**src/logic/kbhcp_pkg.sv**
```systemverilog
// constants and types shared by the host command port design
`default_nettype none

package kbhcp_pkg;

  // host i/o addresses
  localparam logic [7:0] ADDR_DATA = 8'h60;
  localparam logic [7:0] ADDR_CMD  = 8'h64;

  // status register bit positions
  localparam int ST_OBF = 0;
  localparam int ST_IBF = 1;
  localparam int ST_SYS = 2;
  localparam int ST_CD  = 3;
  localparam int ST_INH = 4;
  localparam int ST_AUX = 5;

  // controller config byte bit positions
  localparam int CB_KIRQ = 1 - 1;
  localparam int CB_MIRQ = 1;
  localparam int CB_SYS  = 2;
  localparam int CB_KDIS = 4;
  localparam int CB_MDIS = 5;
  localparam int CB_XLAT = 6;
  localparam int CB_RSV  = 7;

  // config byte reset value and write masks
  localparam logic [7:0] CB_RESET   = 8'h00;
  localparam logic [7:0] CB_MASK_KB = 8'h7D;
  localparam logic [7:0] CB_MASK_PS = 8'h7F;

  // command codes and range limits
  localparam logic [7:0] CMD_RD_CB   = 8'h20;
  localparam logic [7:0] CMD_WR_CB   = 8'h60;
  localparam logic [7:0] CMD_RD_TOP  = 8'h40;
  localparam logic [7:0] CMD_WR_TOP  = 8'h80;
  localparam logic [7:0] CMD_ROM     = 8'hA0;
  localparam logic [7:0] CMD_VER     = 8'hA1;
  localparam logic [7:0] CMD_PW_TEST = 8'hA4;
  localparam logic [7:0] CMD_PW_LOAD = 8'hA5;
  localparam logic [7:0] CMD_PW_EN   = 8'hA6;
  localparam logic [7:0] CMD_M_OFF   = 8'hA7;

  // reply bytes
  localparam logic [7:0] RESP_PW_YES = 8'hFA;
  localparam logic [7:0] RESP_PW_NO  = 8'hF1;
  localparam logic [7:0] VERSION     = 8'h3C; // arbitrary value
  localparam logic [7:0] BYTE_ZERO   = 8'h00;

  // scan code translation
  localparam logic [7:0] XLAT_BREAK = 8'hF0;
  localparam logic [7:0] XLAT_REL   = 8'h80;

  // shared memory: ram window then password window
  localparam int         MEM_AW    = 7;
  localparam int         MEM_DEPTH = 128;
  localparam logic [1:0] PW_BANK   = 2'h2;
  localparam logic [4:0] PW_MAX    = 5'h10;
  localparam logic [4:0] PW_ONE    = 5'h01;

  // controller states, one-hot
  typedef enum logic [4:0] {
    KBHCP_IDLE  = 5'b00001,
    KBHCP_RAMRD = 5'b00010,
    KBHCP_RESP  = 5'b00100,
    KBHCP_ROM   = 5'b01000,
    KBHCP_PWCHK = 5'b10000
  } kbhcp_state_t;

  // what the next data byte is for
  typedef enum logic [1:0] {
    KBHCP_P_RAM = 2'h0,
    KBHCP_P_CB  = 2'h1,
    KBHCP_P_PW  = 2'h2
  } kbhcp_param_t;

  // rom readout, zero terminated; contents arbitrary
  function automatic logic [7:0] kbhcp_rom_byte(input logic [3:0] i);
    case (i)
      4'h0:    return 8'h4B;
      4'h1:    return 8'h42;
      4'h2:    return 8'h43;
      default: return 8'h00;
    endcase
  endfunction

endpackage

`default_nettype wire

```
**src/logic/kbhcp_mem_if.sv**
```systemverilog
// port between the controller and its byte memory
`default_nettype none

interface kbhcp_mem_if;
  logic [kbhcp_pkg::MEM_AW-1:0] addr;
  logic                         we;
  logic [7:0]                   wdata;
  logic [7:0]                   rdata;
  modport ctl (output addr, output we, output wdata, input rdata);
  modport mem (input addr, input we, input wdata, output rdata);
endinterface

`default_nettype wire

```
**src/logic/kbhcp_mem.sv**
```systemverilog
// byte memory for internal ram and the password stream
`default_nettype none

module kbhcp_mem (
  input  wire logic   ref_clk_in,
  input  wire logic   rst_in,
  kbhcp_mem_if.mem    port
);

  typedef struct packed {
    logic [kbhcp_pkg::MEM_DEPTH-1:0][7:0] arr;
    logic [7:0]                           rdata;
  } kbhcp_mem_st_t;

  kbhcp_mem_st_t s_q;
  kbhcp_mem_st_t s_d;

  // write through port, read data registered
  always_comb begin
    s_d = s_q;
    s_d.rdata = s_q.arr[port.addr];
    if (port.we) begin
      s_d.arr[port.addr] = port.wdata;
    end
  end

  // contents cleared at reset so reads are defined
  always_ff @(posedge ref_clk_in) begin
    if (rst_in) begin
      s_q <= '0;
    end else begin
      s_q <= s_d;
    end
  end

  assign port.rdata = s_q.rdata;

endmodule

`default_nettype wire

```
**src/logic/kbhcp_top.sv**
```systemverilog
// host command port of the keyboard and mouse controller
//
// Notes on behaviour
// 8-bit write-only input buffer, host writes at 60h or 64h.
// write sets a data flag at 60h, command flag at 64h.
// data byte goes to keyboard unless a command awaits its parameter.
// host writes only while input buffer full reads 0.
// 8-bit read-only output buffer at 60h carries scan codes and replies.
// host reads output buffer only while output buffer full reads 1.
// commands 00-1F and 21-3F load the addressed ram byte for reading.
// command 20 loads the current config byte for reading.
// commands 40-5F and 61-7F store next data byte into ram.
// command 60 stores next data byte into the config byte.
// config bit 0 raises interrupt whenever keyboard data is loaded.
// config bit 1 enables mouse interrupt in ps2 mode, else held 0.
// config system flag is mirrored into status bit 2.
// config bit 4 holds keyboard clock low, no keyboard traffic; code blocks only received bytes, host data bytes still go out.
// config bit 5 holds mouse clock low, no mouse traffic.
// config bit 6 translates scan codes, folding break pairs; bit 7 zero.
// command A0 streams rom bytes ending with a zero byte.
// command A1 loads the version code for reading.
// A4 clears reg B; ps2 mode replies FA if password set, else F1.
// A5 clears reg B; ps2 mode stores up to 16 password bytes.
// A6 reads reg B; ps2 mode withholds keys until password typed.
// A7 clears reg C; ps2 mode disables mouse, clock held low.
// read-only status at 64h, bit 0 output full, bit 1 input full.
// status bit 3 is 1 after a 64h write, 0 after 60h.
// input full sets on write, clears on consume; output full likewise.
`default_nettype none

module kbhcp_top (
  input  wire logic       ref_clk_in,
  input  wire logic       rst_in,
  input  wire logic       ps2_mode_in,
  input  wire logic       io_wr_in,
  input  wire logic       io_rd_in,
  input  wire logic [7:0] io_addr_in,
  input  wire logic [7:0] io_wdata_in,
  output logic      [7:0] io_rdata_out,
  input  wire logic       kbd_rx_valid_in,
  input  wire logic [7:0] kbd_rx_data_in,
  output logic            kbd_rx_ready_out,
  input  wire logic       mouse_rx_valid_in,
  input  wire logic [7:0] mouse_rx_data_in,
  output logic            mouse_rx_ready_out,
  output logic            kbd_tx_valid_out,
  output logic      [7:0] kbd_tx_data_out,
  output logic            kbd_clk_low_out,
  output logic            mouse_clk_low_out,
  output logic            kbd_irq_out,
  output logic            mouse_irq_out
);

  // whole controller state
  typedef struct packed {
    kbhcp_pkg::kbhcp_state_t st;
    logic [7:0]              ib;
    logic                    ibf;
    logic                    cd;
    logic [7:0]              obuf;
    logic                    obf;
    logic                    aux;
    logic [7:0]              cb;
    logic                    pend;
    kbhcp_pkg::kbhcp_param_t kind;
    logic [5:0]              ram_adr;
    logic [7:0]              reg_b;
    logic [7:0]              reg_c;
    logic                    mouse_off;
    logic [4:0]              pw_len;
    logic [4:0]              pw_idx;
    logic                    locked;
    logic [7:0]              pwb;
    logic                    brk;
    logic [7:0]              rb;
    logic [3:0]              rom_idx;
    logic [7:0]              rdata;
    logic                    tx_valid;
    logic [7:0]              tx_data;
    logic                    kready;
    logic                    mready;
    logic                    kclk_low;
    logic                    mclk_low;
    logic                    kirq;
    logic                    mirq;
  } kbhcp_regs_t;

  kbhcp_regs_t q;
  kbhcp_regs_t n;

  kbhcp_mem_if mif ();

  kbhcp_mem u_mem (
    .ref_clk_in (ref_clk_in),
    .rst_in     (rst_in),
    .port       (mif.mem)
  );

  // memory address of one password byte
  function automatic logic [kbhcp_pkg::MEM_AW-1:0] pw_addr(
    input logic [4:0] idx
  );
    return {kbhcp_pkg::PW_BANK, idx};
  endfunction

  // status byte as the host sees it at 64h
  function automatic logic [7:0] status_of(input kbhcp_regs_t s);
    logic [7:0] v;
    v = '0;
    v[kbhcp_pkg::ST_OBF] = s.obf;
    v[kbhcp_pkg::ST_IBF] = s.ibf;
    v[kbhcp_pkg::ST_SYS] = s.cb[kbhcp_pkg::CB_SYS];
    v[kbhcp_pkg::ST_CD]  = s.cd;
    v[kbhcp_pkg::ST_INH] = 1'b1;
    v[kbhcp_pkg::ST_AUX] = s.aux;
    return v;
  endfunction

  logic       rx_k;
  logic       rx_m;
  logic       pw_set;
  logic [7:0] kb;
  logic [7:0] c;

  assign rx_k   = kbd_rx_valid_in && q.kready;
  assign rx_m   = mouse_rx_valid_in && q.mready && !rx_k;
  assign pw_set = (q.pw_len != '0);

  // next state of the whole controller
  always_comb begin
    n = q;
    n.tx_valid = 1'b0;
    mif.addr = '0;
    mif.we = 1'b0;
    mif.wdata = q.ib;
    c = q.ib;
    kb = kbd_rx_data_in;
    if (q.brk) begin
      kb = kbd_rx_data_in | kbhcp_pkg::XLAT_REL;
    end

    // host read: status at 64h, output buffer at 60h
    if (io_rd_in) begin
      if (io_addr_in == kbhcp_pkg::ADDR_CMD) begin
        n.rdata = status_of(q);
      end else if (io_addr_in == kbhcp_pkg::ADDR_DATA) begin
        n.rdata = q.obuf;
        n.obf = 1'b0;
      end
    end

    case (q.st)
      kbhcp_pkg::KBHCP_IDLE: begin
        if (rx_k) begin
          if (q.cb[kbhcp_pkg::CB_XLAT] && !q.brk &&
              kbd_rx_data_in == kbhcp_pkg::XLAT_BREAK) begin
            n.brk = 1'b1;
          end else begin
            n.brk = 1'b0;
            if (q.locked) begin
              mif.addr = pw_addr(q.pw_idx);
              n.pwb = kb;
              n.st = kbhcp_pkg::KBHCP_PWCHK;
            end else begin
              n.obuf = kb;
              n.obf = 1'b1;
              n.aux = 1'b0;
            end
          end
        end else if (rx_m) begin
          n.obuf = mouse_rx_data_in;
          n.obf = 1'b1;
          n.aux = 1'b1;
        end else if (q.ibf) begin
          n.ibf = 1'b0;
          if (q.cd) begin
            // a new command drops any pending parameter
            n.pend = 1'b0;
            if (c == kbhcp_pkg::CMD_RD_CB) begin
              n.rb = q.cb;
              n.st = kbhcp_pkg::KBHCP_RESP;
            end else if (c < kbhcp_pkg::CMD_RD_TOP) begin
              mif.addr = {1'b0, c[5:0]};
              n.st = kbhcp_pkg::KBHCP_RAMRD;
            end else if (c == kbhcp_pkg::CMD_WR_CB) begin
              n.pend = 1'b1;
              n.kind = kbhcp_pkg::KBHCP_P_CB;
            end else if (c < kbhcp_pkg::CMD_WR_TOP) begin
              n.pend = 1'b1;
              n.kind = kbhcp_pkg::KBHCP_P_RAM;
              n.ram_adr = c[5:0];
            end else if (c == kbhcp_pkg::CMD_ROM) begin
              n.rom_idx = '0;
              n.st = kbhcp_pkg::KBHCP_ROM;
            end else if (c == kbhcp_pkg::CMD_VER) begin
              n.rb = kbhcp_pkg::VERSION;
              n.st = kbhcp_pkg::KBHCP_RESP;
            end else if (c == kbhcp_pkg::CMD_PW_TEST) begin
              if (ps2_mode_in) begin
                n.rb = pw_set ? kbhcp_pkg::RESP_PW_YES
                              : kbhcp_pkg::RESP_PW_NO;
                n.st = kbhcp_pkg::KBHCP_RESP;
              end else begin
                n.reg_b = '0;
              end
            end else if (c == kbhcp_pkg::CMD_PW_LOAD) begin
              if (ps2_mode_in) begin
                n.pend = 1'b1;
                n.kind = kbhcp_pkg::KBHCP_P_PW;
                n.pw_len = '0;
                n.locked = 1'b0;
              end else begin
                n.reg_b = '0;
              end
            end else if (c == kbhcp_pkg::CMD_PW_EN) begin
              if (ps2_mode_in) begin
                n.locked = pw_set;
                n.pw_idx = '0;
              end else begin
                n.rb = q.reg_b;
                n.st = kbhcp_pkg::KBHCP_RESP;
              end
            end else if (c == kbhcp_pkg::CMD_M_OFF) begin
              if (ps2_mode_in) begin
                n.mouse_off = 1'b1;
              end else begin
                n.reg_c = '0;
              end
            end
          end else if (q.pend) begin
            // data byte is the parameter of the last command
            case (q.kind)
              kbhcp_pkg::KBHCP_P_RAM: begin
                mif.addr = {1'b0, q.ram_adr};
                mif.we = 1'b1;
                n.pend = 1'b0;
              end
              kbhcp_pkg::KBHCP_P_CB: begin
                n.cb = q.ib & (ps2_mode_in ? kbhcp_pkg::CB_MASK_PS
                                           : kbhcp_pkg::CB_MASK_KB);
                n.pend = 1'b0;
              end
              default: begin
                if (q.ib == kbhcp_pkg::BYTE_ZERO) begin
                  n.pend = 1'b0;
                end else begin
                  mif.addr = pw_addr(q.pw_len);
                  mif.we = 1'b1;
                  n.pw_len = q.pw_len + kbhcp_pkg::PW_ONE;
                  if (n.pw_len == kbhcp_pkg::PW_MAX) begin
                    n.pend = 1'b0;
                  end
                end
              end
            endcase
          end else begin
            n.tx_valid = 1'b1;
            n.tx_data = q.ib;
          end
        end
      end

      // ram byte arrives one cycle after its address
      kbhcp_pkg::KBHCP_RAMRD: begin
        n.rb = mif.rdata;
        n.st = kbhcp_pkg::KBHCP_RESP;
      end

      // reply waits for an empty output buffer
      kbhcp_pkg::KBHCP_RESP: begin
        if (!n.obf) begin
          n.obuf = q.rb;
          n.obf = 1'b1;
          n.aux = 1'b0;
          n.st = kbhcp_pkg::KBHCP_IDLE;
        end
      end

      // rom bytes one per emptied buffer, zero ends it
      kbhcp_pkg::KBHCP_ROM: begin
        if (!n.obf) begin
          n.obuf = kbhcp_pkg::kbhcp_rom_byte(q.rom_idx);
          n.obf = 1'b1;
          n.aux = 1'b0;
          n.rom_idx = q.rom_idx + 4'h1;
          if (n.obuf == kbhcp_pkg::BYTE_ZERO) begin
            n.st = kbhcp_pkg::KBHCP_IDLE;
          end
        end
      end

      // typed key against stored password byte
      kbhcp_pkg::KBHCP_PWCHK: begin
        if (mif.rdata == q.pwb) begin
          if (q.pw_idx + kbhcp_pkg::PW_ONE == q.pw_len) begin
            n.locked = 1'b0;
            n.pw_idx = '0;
          end else begin
            n.pw_idx = q.pw_idx + kbhcp_pkg::PW_ONE;
          end
        end else begin
          n.pw_idx = '0;
        end
        n.st = kbhcp_pkg::KBHCP_IDLE;
      end

      default: begin
        n.st = kbhcp_pkg::KBHCP_IDLE;
      end
    endcase

    // host write lands last so it beats a same-cycle consume
    if (io_wr_in && (io_addr_in == kbhcp_pkg::ADDR_DATA ||
                     io_addr_in == kbhcp_pkg::ADDR_CMD)) begin
      n.ib = io_wdata_in;
      n.ibf = 1'b1;
      n.cd = (io_addr_in == kbhcp_pkg::ADDR_CMD);
    end

    // registered pin levels derived from next state
    n.kclk_low = n.cb[kbhcp_pkg::CB_KDIS];
    n.mclk_low = n.cb[kbhcp_pkg::CB_MDIS] | n.mouse_off;
    n.kready = (n.st == kbhcp_pkg::KBHCP_IDLE) && !n.obf && !n.ibf &&
               !n.cb[kbhcp_pkg::CB_KDIS];
    n.mready = (n.st == kbhcp_pkg::KBHCP_IDLE) && !n.obf && !n.ibf &&
               ps2_mode_in && !n.mclk_low;
    n.kirq = n.obf && !n.aux && n.cb[kbhcp_pkg::CB_KIRQ];
    n.mirq = n.obf && n.aux && ps2_mode_in &&
             n.cb[kbhcp_pkg::CB_MIRQ];
  end

  // state register
  always_ff @(posedge ref_clk_in) begin
    if (rst_in) begin
      q <= '0;
      q.st <= kbhcp_pkg::KBHCP_IDLE;
      q.cb <= kbhcp_pkg::CB_RESET;
    end else begin
      q <= n;
    end
  end

  // outputs straight from the state register
  assign io_rdata_out       = q.rdata;
  assign kbd_rx_ready_out   = q.kready;
  assign mouse_rx_ready_out = q.mready;
  assign kbd_tx_valid_out   = q.tx_valid;
  assign kbd_tx_data_out    = q.tx_data;
  assign kbd_clk_low_out    = q.kclk_low;
  assign mouse_clk_low_out  = q.mclk_low;
  assign kbd_irq_out        = q.kirq;
  assign mouse_irq_out      = q.mirq;

endmodule

`default_nettype wire

```
**config.mk**
```make
export PLATFORM = sky130hd
export DESIGN_NAME = kbhcp_top
export DESIGN_NICKNAME = d
export VERILOG_FILES = /design/src/logic/kbhcp_pkg.sv /design/src/logic/kbhcp_mem_if.sv /design/src/logic/kbhcp_mem.sv /design/src/logic/kbhcp_top.sv
export SDC_FILE = /design/constraint.sdc
export NUM_CORES = 2
export LEC_CHECK = 0
export BUFFER_PORTS_ARGS = -buffer_cell sky130_fd_sc_hd__buf_4
export CAP_MARGIN = 20
export CORE_ASPECT_RATIO = 1.5
export CORE_MARGIN = 2
export CORE_UTILIZATION = 62
export CTS_CLUSTER_SIZE = 20
export DETAILED_ROUTE_END_ITERATION = 12
export HOLD_SLACK_MARGIN = 0.02
export PLACE_DENSITY = 0.79
export SLEW_MARGIN = 20
export SYNTH_ARGS = -nofsm -noshare
export SYNTH_HDL_FRONTEND = slang
export SYNTH_SLANG_ARGS = --single-unit
```
**constraint.sdc**
```tcl
create_clock -name ref_clk_in -period 4.4 [get_ports ref_clk_in]
set_input_delay 0.88 -clock ref_clk_in [delete_from_list [all_inputs] [get_ports ref_clk_in]]
set_output_delay 0.88 -clock ref_clk_in [all_outputs]
set_load 0.05 [all_outputs]
```
## Word level (Yosys, flattened, before mapping)

Cells that the tools add are included.
Widths: inputs -> output; s select.

| cells by class | value |
|---|---|
| add/sub/neg operators | 3 |
| multiply operators | 0 |
| div/mod/pow operators | 0 |
| magnitude comparators | 4 |
| eq/ne operators | 70 |
| shift operators | 0 |
| mux-type cells | 141 |
| bitwise logic cells | 15 |
| reductions and logical operators | 56 |

Operator list:

| kind | number |
|---|---|
| $bwmux 1024 | 1 |
| $mux 5 | 29 |
| $mux 8 | 18 |
| $mux 43 | 3 |
| $mux 37 | 3 |
| $mux 12 | 8 |
| $mux 28 | 3 |
| $mux 7 | 10 |
| $mux 10 | 6 |
| $bmux 8 s7 | 1 |
| $demux 8 s7 | 1 |
| $eq 8x8->1 const B | 7 |
| $ne 2x2->1 const B | 28 |
| $mux 6 | 8 |
| $ne 3x3->1 const B | 13 |
| $mux 34 | 1 |
| $pmux 10 s3 | 1 |
| $mux 1 | 26 |
| $mux 25 | 1 |
| $eq 8x7->1 const B | 3 |
| $reduce_and 12->1 | 2 |
| $mux 3 | 7 |
| $pmux 7 s3 | 1 |
| $ne 5x5->1 const B | 4 |
| 51 further kinds | 104 |

| word-level totals | value |
|---|---|
| bits in registers | 1138 |
| bits in latches | 0 |
| bits in writable memories | 0 |
| bits in read-only memories | 0 |
| bits of input ports | 39 |
| output and inout bits | 23 |
| word-level logic and storage cells | 448 |
| memories | 0 |

## Logic depth before layout (Yosys ltp)

| logic depth | value |
|---|---|
| depth in word-level cells | 20 |
| gate-level depth with buffers | 17 |

## Cells and area by module

From an unflattened synthesis, not the netlist that was laid out.

| second synthesis, totals | value |
|---|---|
| cells, all modules | 6287 |
| area, all modules | 49930.4 um^2 |

Modules (own cells, without submodules):

| module | instances | cells an instance | area each (um^2) |
|---|---|---|---|
| kbhcp_mem | 1 | 5648 | 44569.0 |
| kbhcp_top | 1 | 639 | 5361.4 |

## Worst setup path before layout

No wires, ideal clock.

| path | value |
|---|---|
| path kind | in2reg |
| start point | in kbd_rx_data_in[0] |
| end point | reg u_mem.s_q (netlist bit u_mem.port.rdata[4]) |
| arrival | 3.808 ns |
| required time | 4.257 ns |
| slack | 0.449 ns |
| cell stages on the path | 15 |
| cell sequence | or4b_1 or4_1 buf_2 and2_0 clkbuf_1 nor3_2 buf_4 buf_4 buf_4 mux2i_1 o2bb2ai_1 a211oi_1 o22ai_1 o31ai_1 o221ai_1 |

| between the ends | value |
|---|---|
| longest elaborated chain between the ends | 7 |

RTL lines:

| element | RTL line | RTL |
|---|---|---|
| start, declared | kbhcp_top.sv:41 | `input wire logic [7:0] kbd_rx_data_in,` |
| $eq 8x8->1 | kbhcp_top.sv:156 | `kbd_rx_data_in == kbhcp_pkg::XLAT_BREAK) begin` |
| $logic_and 1x1->1 | kbhcp_top.sv:155 | `if (q.cb[kbhcp_pkg::CB_XLAT] && !q.brk &&` |
| $mux 7 | kbhcp_top.sv:155 |  |
| $mux 7 | kbhcp_top.sv:154 | `if (rx_k) begin` |
| $mux 7 | kbhcp_top.sv:152 | `case (q.st)` |
| $bmux 8 s7 | kbhcp_mem.sv:21 | `s_d.rdata = s_q.arr[port.addr];` |
| $mux 8 (implied by the code) | kbhcp_mem.sv:21 |  |
| end signal, assigned | kbhcp_mem.sv:30 | `s_q <= '0;` |
| end signal, assigned | kbhcp_mem.sv:32 | `s_q <= s_d;` |
| end, declared | kbhcp_mem.sv:15 | `kbhcp_mem_st_t s_q;` |

Every way passes these cells. The select of a mux whose other input is x is not followed.
A chain may end at the register's enable or synchronous reset.

## Worst setup path after layout

| path | value |
|---|---|
| start point | reg q[87] in the netlist's numbering |
| end point | reg u_mem.s_q (netlist bit u_mem.port.rdata[4]) |

| between the ends | value |
|---|---|
| longest elaborated chain between the ends | 7 |

RTL lines:

| element | RTL line | RTL |
|---|---|---|
| start, declared | kbhcp_top.sv:88 | `kbhcp_regs_t q;` |
| start signal, assigned | kbhcp_top.sv:339 | `q <= n;` |
| $logic_and 1x1->1 (2 in series) | kbhcp_top.sv:155 |  |
| $mux 7 | kbhcp_top.sv:155 |  |
| $mux 7 | kbhcp_top.sv:154 |  |
| $mux 7 | kbhcp_top.sv:152 |  |
| $bmux 8 s7 | kbhcp_mem.sv:21 |  |
| $mux 8 (implied by the code) | kbhcp_mem.sv:21 |  |

Every way passes these cells. The select of a mux whose other input is x is not followed.

==> summary.txt <==
Floorplanning
  • Die area: 65800 um2
  • Die Wd: 210 um
  • FP Rows: 113
  • Core area: 63200 um2
  • Die H: 313 um
  • I/O Pins: 62
  • Initial Utilization: 62.5%

Clock network
  • Root Driver: clkbuf_16
  • Total CTS buffers: 83
  • CTS Sinks: 872
  • CTS tree: built
  • Clk_lat worst skew: 0.70 ns
  • Max clock buf depth: 3
  • Htree depth: 3
  • Clk pin slew, worst setup/hold paths: 0.07 ns
  • Post-CTS Setup Bufs: 0

Outcome
  • Outcome: complete, no violations

Synthesis
  • Post-synthesis sequential area ratio: 44.2%
  • Yosys cell types: 83
  • Post-synth ARST share: 0%
  • Top cell type's share of synthesized area: 44.2%
  • Post-synth top flop: dfxtp_1
  • Mapped Avg Cell Area: 7.52 um2
  • Post-synthesis register bit count: 872
  • Ys Warns: 0
  • Number of flops mapped to enable cells by yosys: 0
  • Ranking of synthesized cells by area: dfxtp_1, nand2_1, a21oi_1, mux2i_1, nand3_1
  • Area leader, netlist: dfxtp_1
  • Post-Synthesis Cell Area: 39500 um2
  • Syn_nets: 5300
  • Post-Synthesis Cells: 5254

Routing
  • Via density: 6.72
  • Detail Route Antenna Nets: 0
  • DRC Markers: 0
  • Via count: 42.2k
  • Avg WL per Cell: 25.9 um
  • Iteration-0 DRC count of the detailed router: 5969
  • Overall routed net length: 163000 um
  • First-pass iteration count of the detailed router: 9

Global routing
  • GR Overflow Total: 0
  • Antenna violations before repair: 3
  • First-pass GRT wire length: 243000 um
  • Largest net degree at the start of global routing: 181
  • GRT Util Overall: 48.4%
  • Number of global-route vias before repair: 40.0k

Layout
  • Most common cell after layout, fill and taps aside: nand2_1
  • Layout area overhead: 17.2%
  • Most frequent cells in the layout: nand2_1, a21oi_1, dfxtp_1, buf_4, nand3_1
  • Nets@finish: 5458
  • Filler Cell Count: 5091
  • Layout cells sized above 1: 14.6%

Setup path
  • WP data required: 4.91 ns
  • Buf/Inv on CP: 3
  • R2R cell count: 12
  • CP endpoint kind: flop
  • Crit-path leading delay family: simple AND/OR/NAND/NOR gates
  • CP Max Fanout: 18
  • Type of origin of the critical path: flop
  • CP arrival: 4.82 ns
  • Worst path max stage delay: 0.58 ns
  • Crit-path slowest cell: a2111oi_0
  • Crit path depth: 12
  • Crit path kind: flop to flop
  • Worst-path cell chain: or4b_1 -> or4_1 -> buf_4 -> a32o_1 -> nor2_4 -> buf_12 -> buf_4 -> mux2i_1 -> mux2i_1 -> o22ai_1 -> a2111oi_0 -> o221ai_1

Timing
  • Fmax: 0.232 GHz
  • Clock skew: 0.0451 ns
  • Hold_ws: 0.433 ns
  • Final Cycle Share: 97.9%
  • Final worst slack: 0.0910 ns
  • Slew margin rel.: 26.8%
  • RSZ-0062 raised after global routing: no
  • Final Max Tran Viols: 0
  • Hold Violations, Final: 0
  • Min cycle time layout: 4.31 ns
  • Setup tns final: 0 ns
  • Worst-margin pin slew: 1.09 ns
  • Setup violators final: 0

Placement
  • Gp weighted congestion: 1.02
  • Dpl hpwl: 109000 um
  • Buffers on Ports: 61
  • DP Worst Slack: -0.436 ns

Power and ir drop
  • Leak Pwr: 15.6 nW
  • Peak supply drop: 321 uV
  • Pwr per Cell Area: 343 nW/um2
  • Total power: 15.9 mW

Min path
  • Hold path depth: 3
  • Hold WC Path Type: primary input to flop

Run
  • Max Cap Viol: 0
==> cell families after synthesis <==
group | share of synthesized area, %
AO/OA/AOI/OAI | 21.9
XOR/XNOR | 0.399
adder cells (fa/ha/maj) | 0.222
buffers and inverters | 4.80
flip-flops | 44.2
multiplexers | 5.69
AND/OR/NAND/NOR | 22.8
==> final timing paths <==
| path | from | end | slack, ns |
|---|---|---|---|
| max reg2reg | q[87] | u_mem.port.rdata[4] | 0.09 |
| min reg2reg | u_mem.s_q[355] | u_mem.s_q[355] | 0.45 |
| min | io_wdata_in[3] | c[3] | 0.43 |
| max | q[87] | u_mem.port.rdata[4] | 0.09 |
==> sequential cells by signal (all words and copies together), names as in the netlist <==
signal,count
c,8
kbd_irq_out,1
mouse_clk_low_out,1
mouse_rx_ready_out,1
q,66
kbd_tx_data_out,8
u_mem.port.rdata,8
io_rdata_out,8
kbd_tx_valid_out,1
kbd_rx_ready_out,1
u_mem.s_q,768
mouse_irq_out,1
==> per-layer routing <==
layer | track usage [%] | vias to the layer above | part of all wire, %
met5 | 0 | - | 0
li1 | - | 18400 | -
met4 | 42.0 | 0 | 11
met1 | 55.6 | 19600 | 34
met2 | 75.1 | 3085 | 44
met3 | 12.1 | 1029 | 12
==> stage by stage <==
step                std cells  area, um2  utilization (%)
floorplan                5254      39500                -
global placement         6132      43400             68.7
detailed placement       6132      43400             68.7
CTS                      6277      46300             73.2
global route             6277      46300             73.3
finish                   6278      46300             73.3
==> area by class of cell <==
class | instances | area (um2) | share of cell area [%]
Timing Repair Buffer | 513 | 4540 | 9.80
Inverter | 9 | 33.8 | 0.0730
Sequential cell | 872 | 17500 | 37.8
Clock inverter | 27 | 413 | 0.892
Antenna cell | 1 | 2.50 | 0.00541
Multi-Input combinational cell | 3933 | 20300 | 43.9
Tap cell | 805 | 1010 | 2.18
Clock buffer | 118 | 2470 | 5.34
==> tightest hold or removal path: cells and delay by family <==
kind	cells	cell delay, ns
buffers and inverters	1	0.08
AND/OR/NAND/NOR	1	0.07
multiplexers	1	0.05
==> what timing repair did <==
item / in CTS / in global routing
hold buffers: 0 / 0
endpoints found under the setup margin: 0 / 3
gates resized for setup: 0 / 2
endpoints found under the hold margin: 0 / 0
==> power by group <==
part | internal [mW] | switching (mW)
Clock | 4.45 | 3.29
Combinational | 0.0595 | 0.196
Sequential | 7.89 | 0.00693
==> cells in the mapped netlist (all sizes together), types with 6 or more instances <==
master / n
o21ai: 232
a211oi: 29
a21oi: 895
a221oi: 70
a211o: 8
clkbuf: 304
buf: 136
dfxtp: 872
a311o: 6
nand3: 256
o2bb2ai: 19
ha: 7
inv: 9
o221ai: 8
o22ai: 29
a22oi: 67
a222oi: 6
nand2b: 8
o211ai: 15
nor4: 9
xor2: 14
nor3: 27
mux2i: 146
a311oi: 11
nand2: 1588
a31oi: 11
a22o: 14
nand4: 9
o31ai: 11
and2: 10
mux2: 68
nor2: 244
a32oi: 11
and3: 17
No activity file was read; power rests on OpenSTA's default activity.
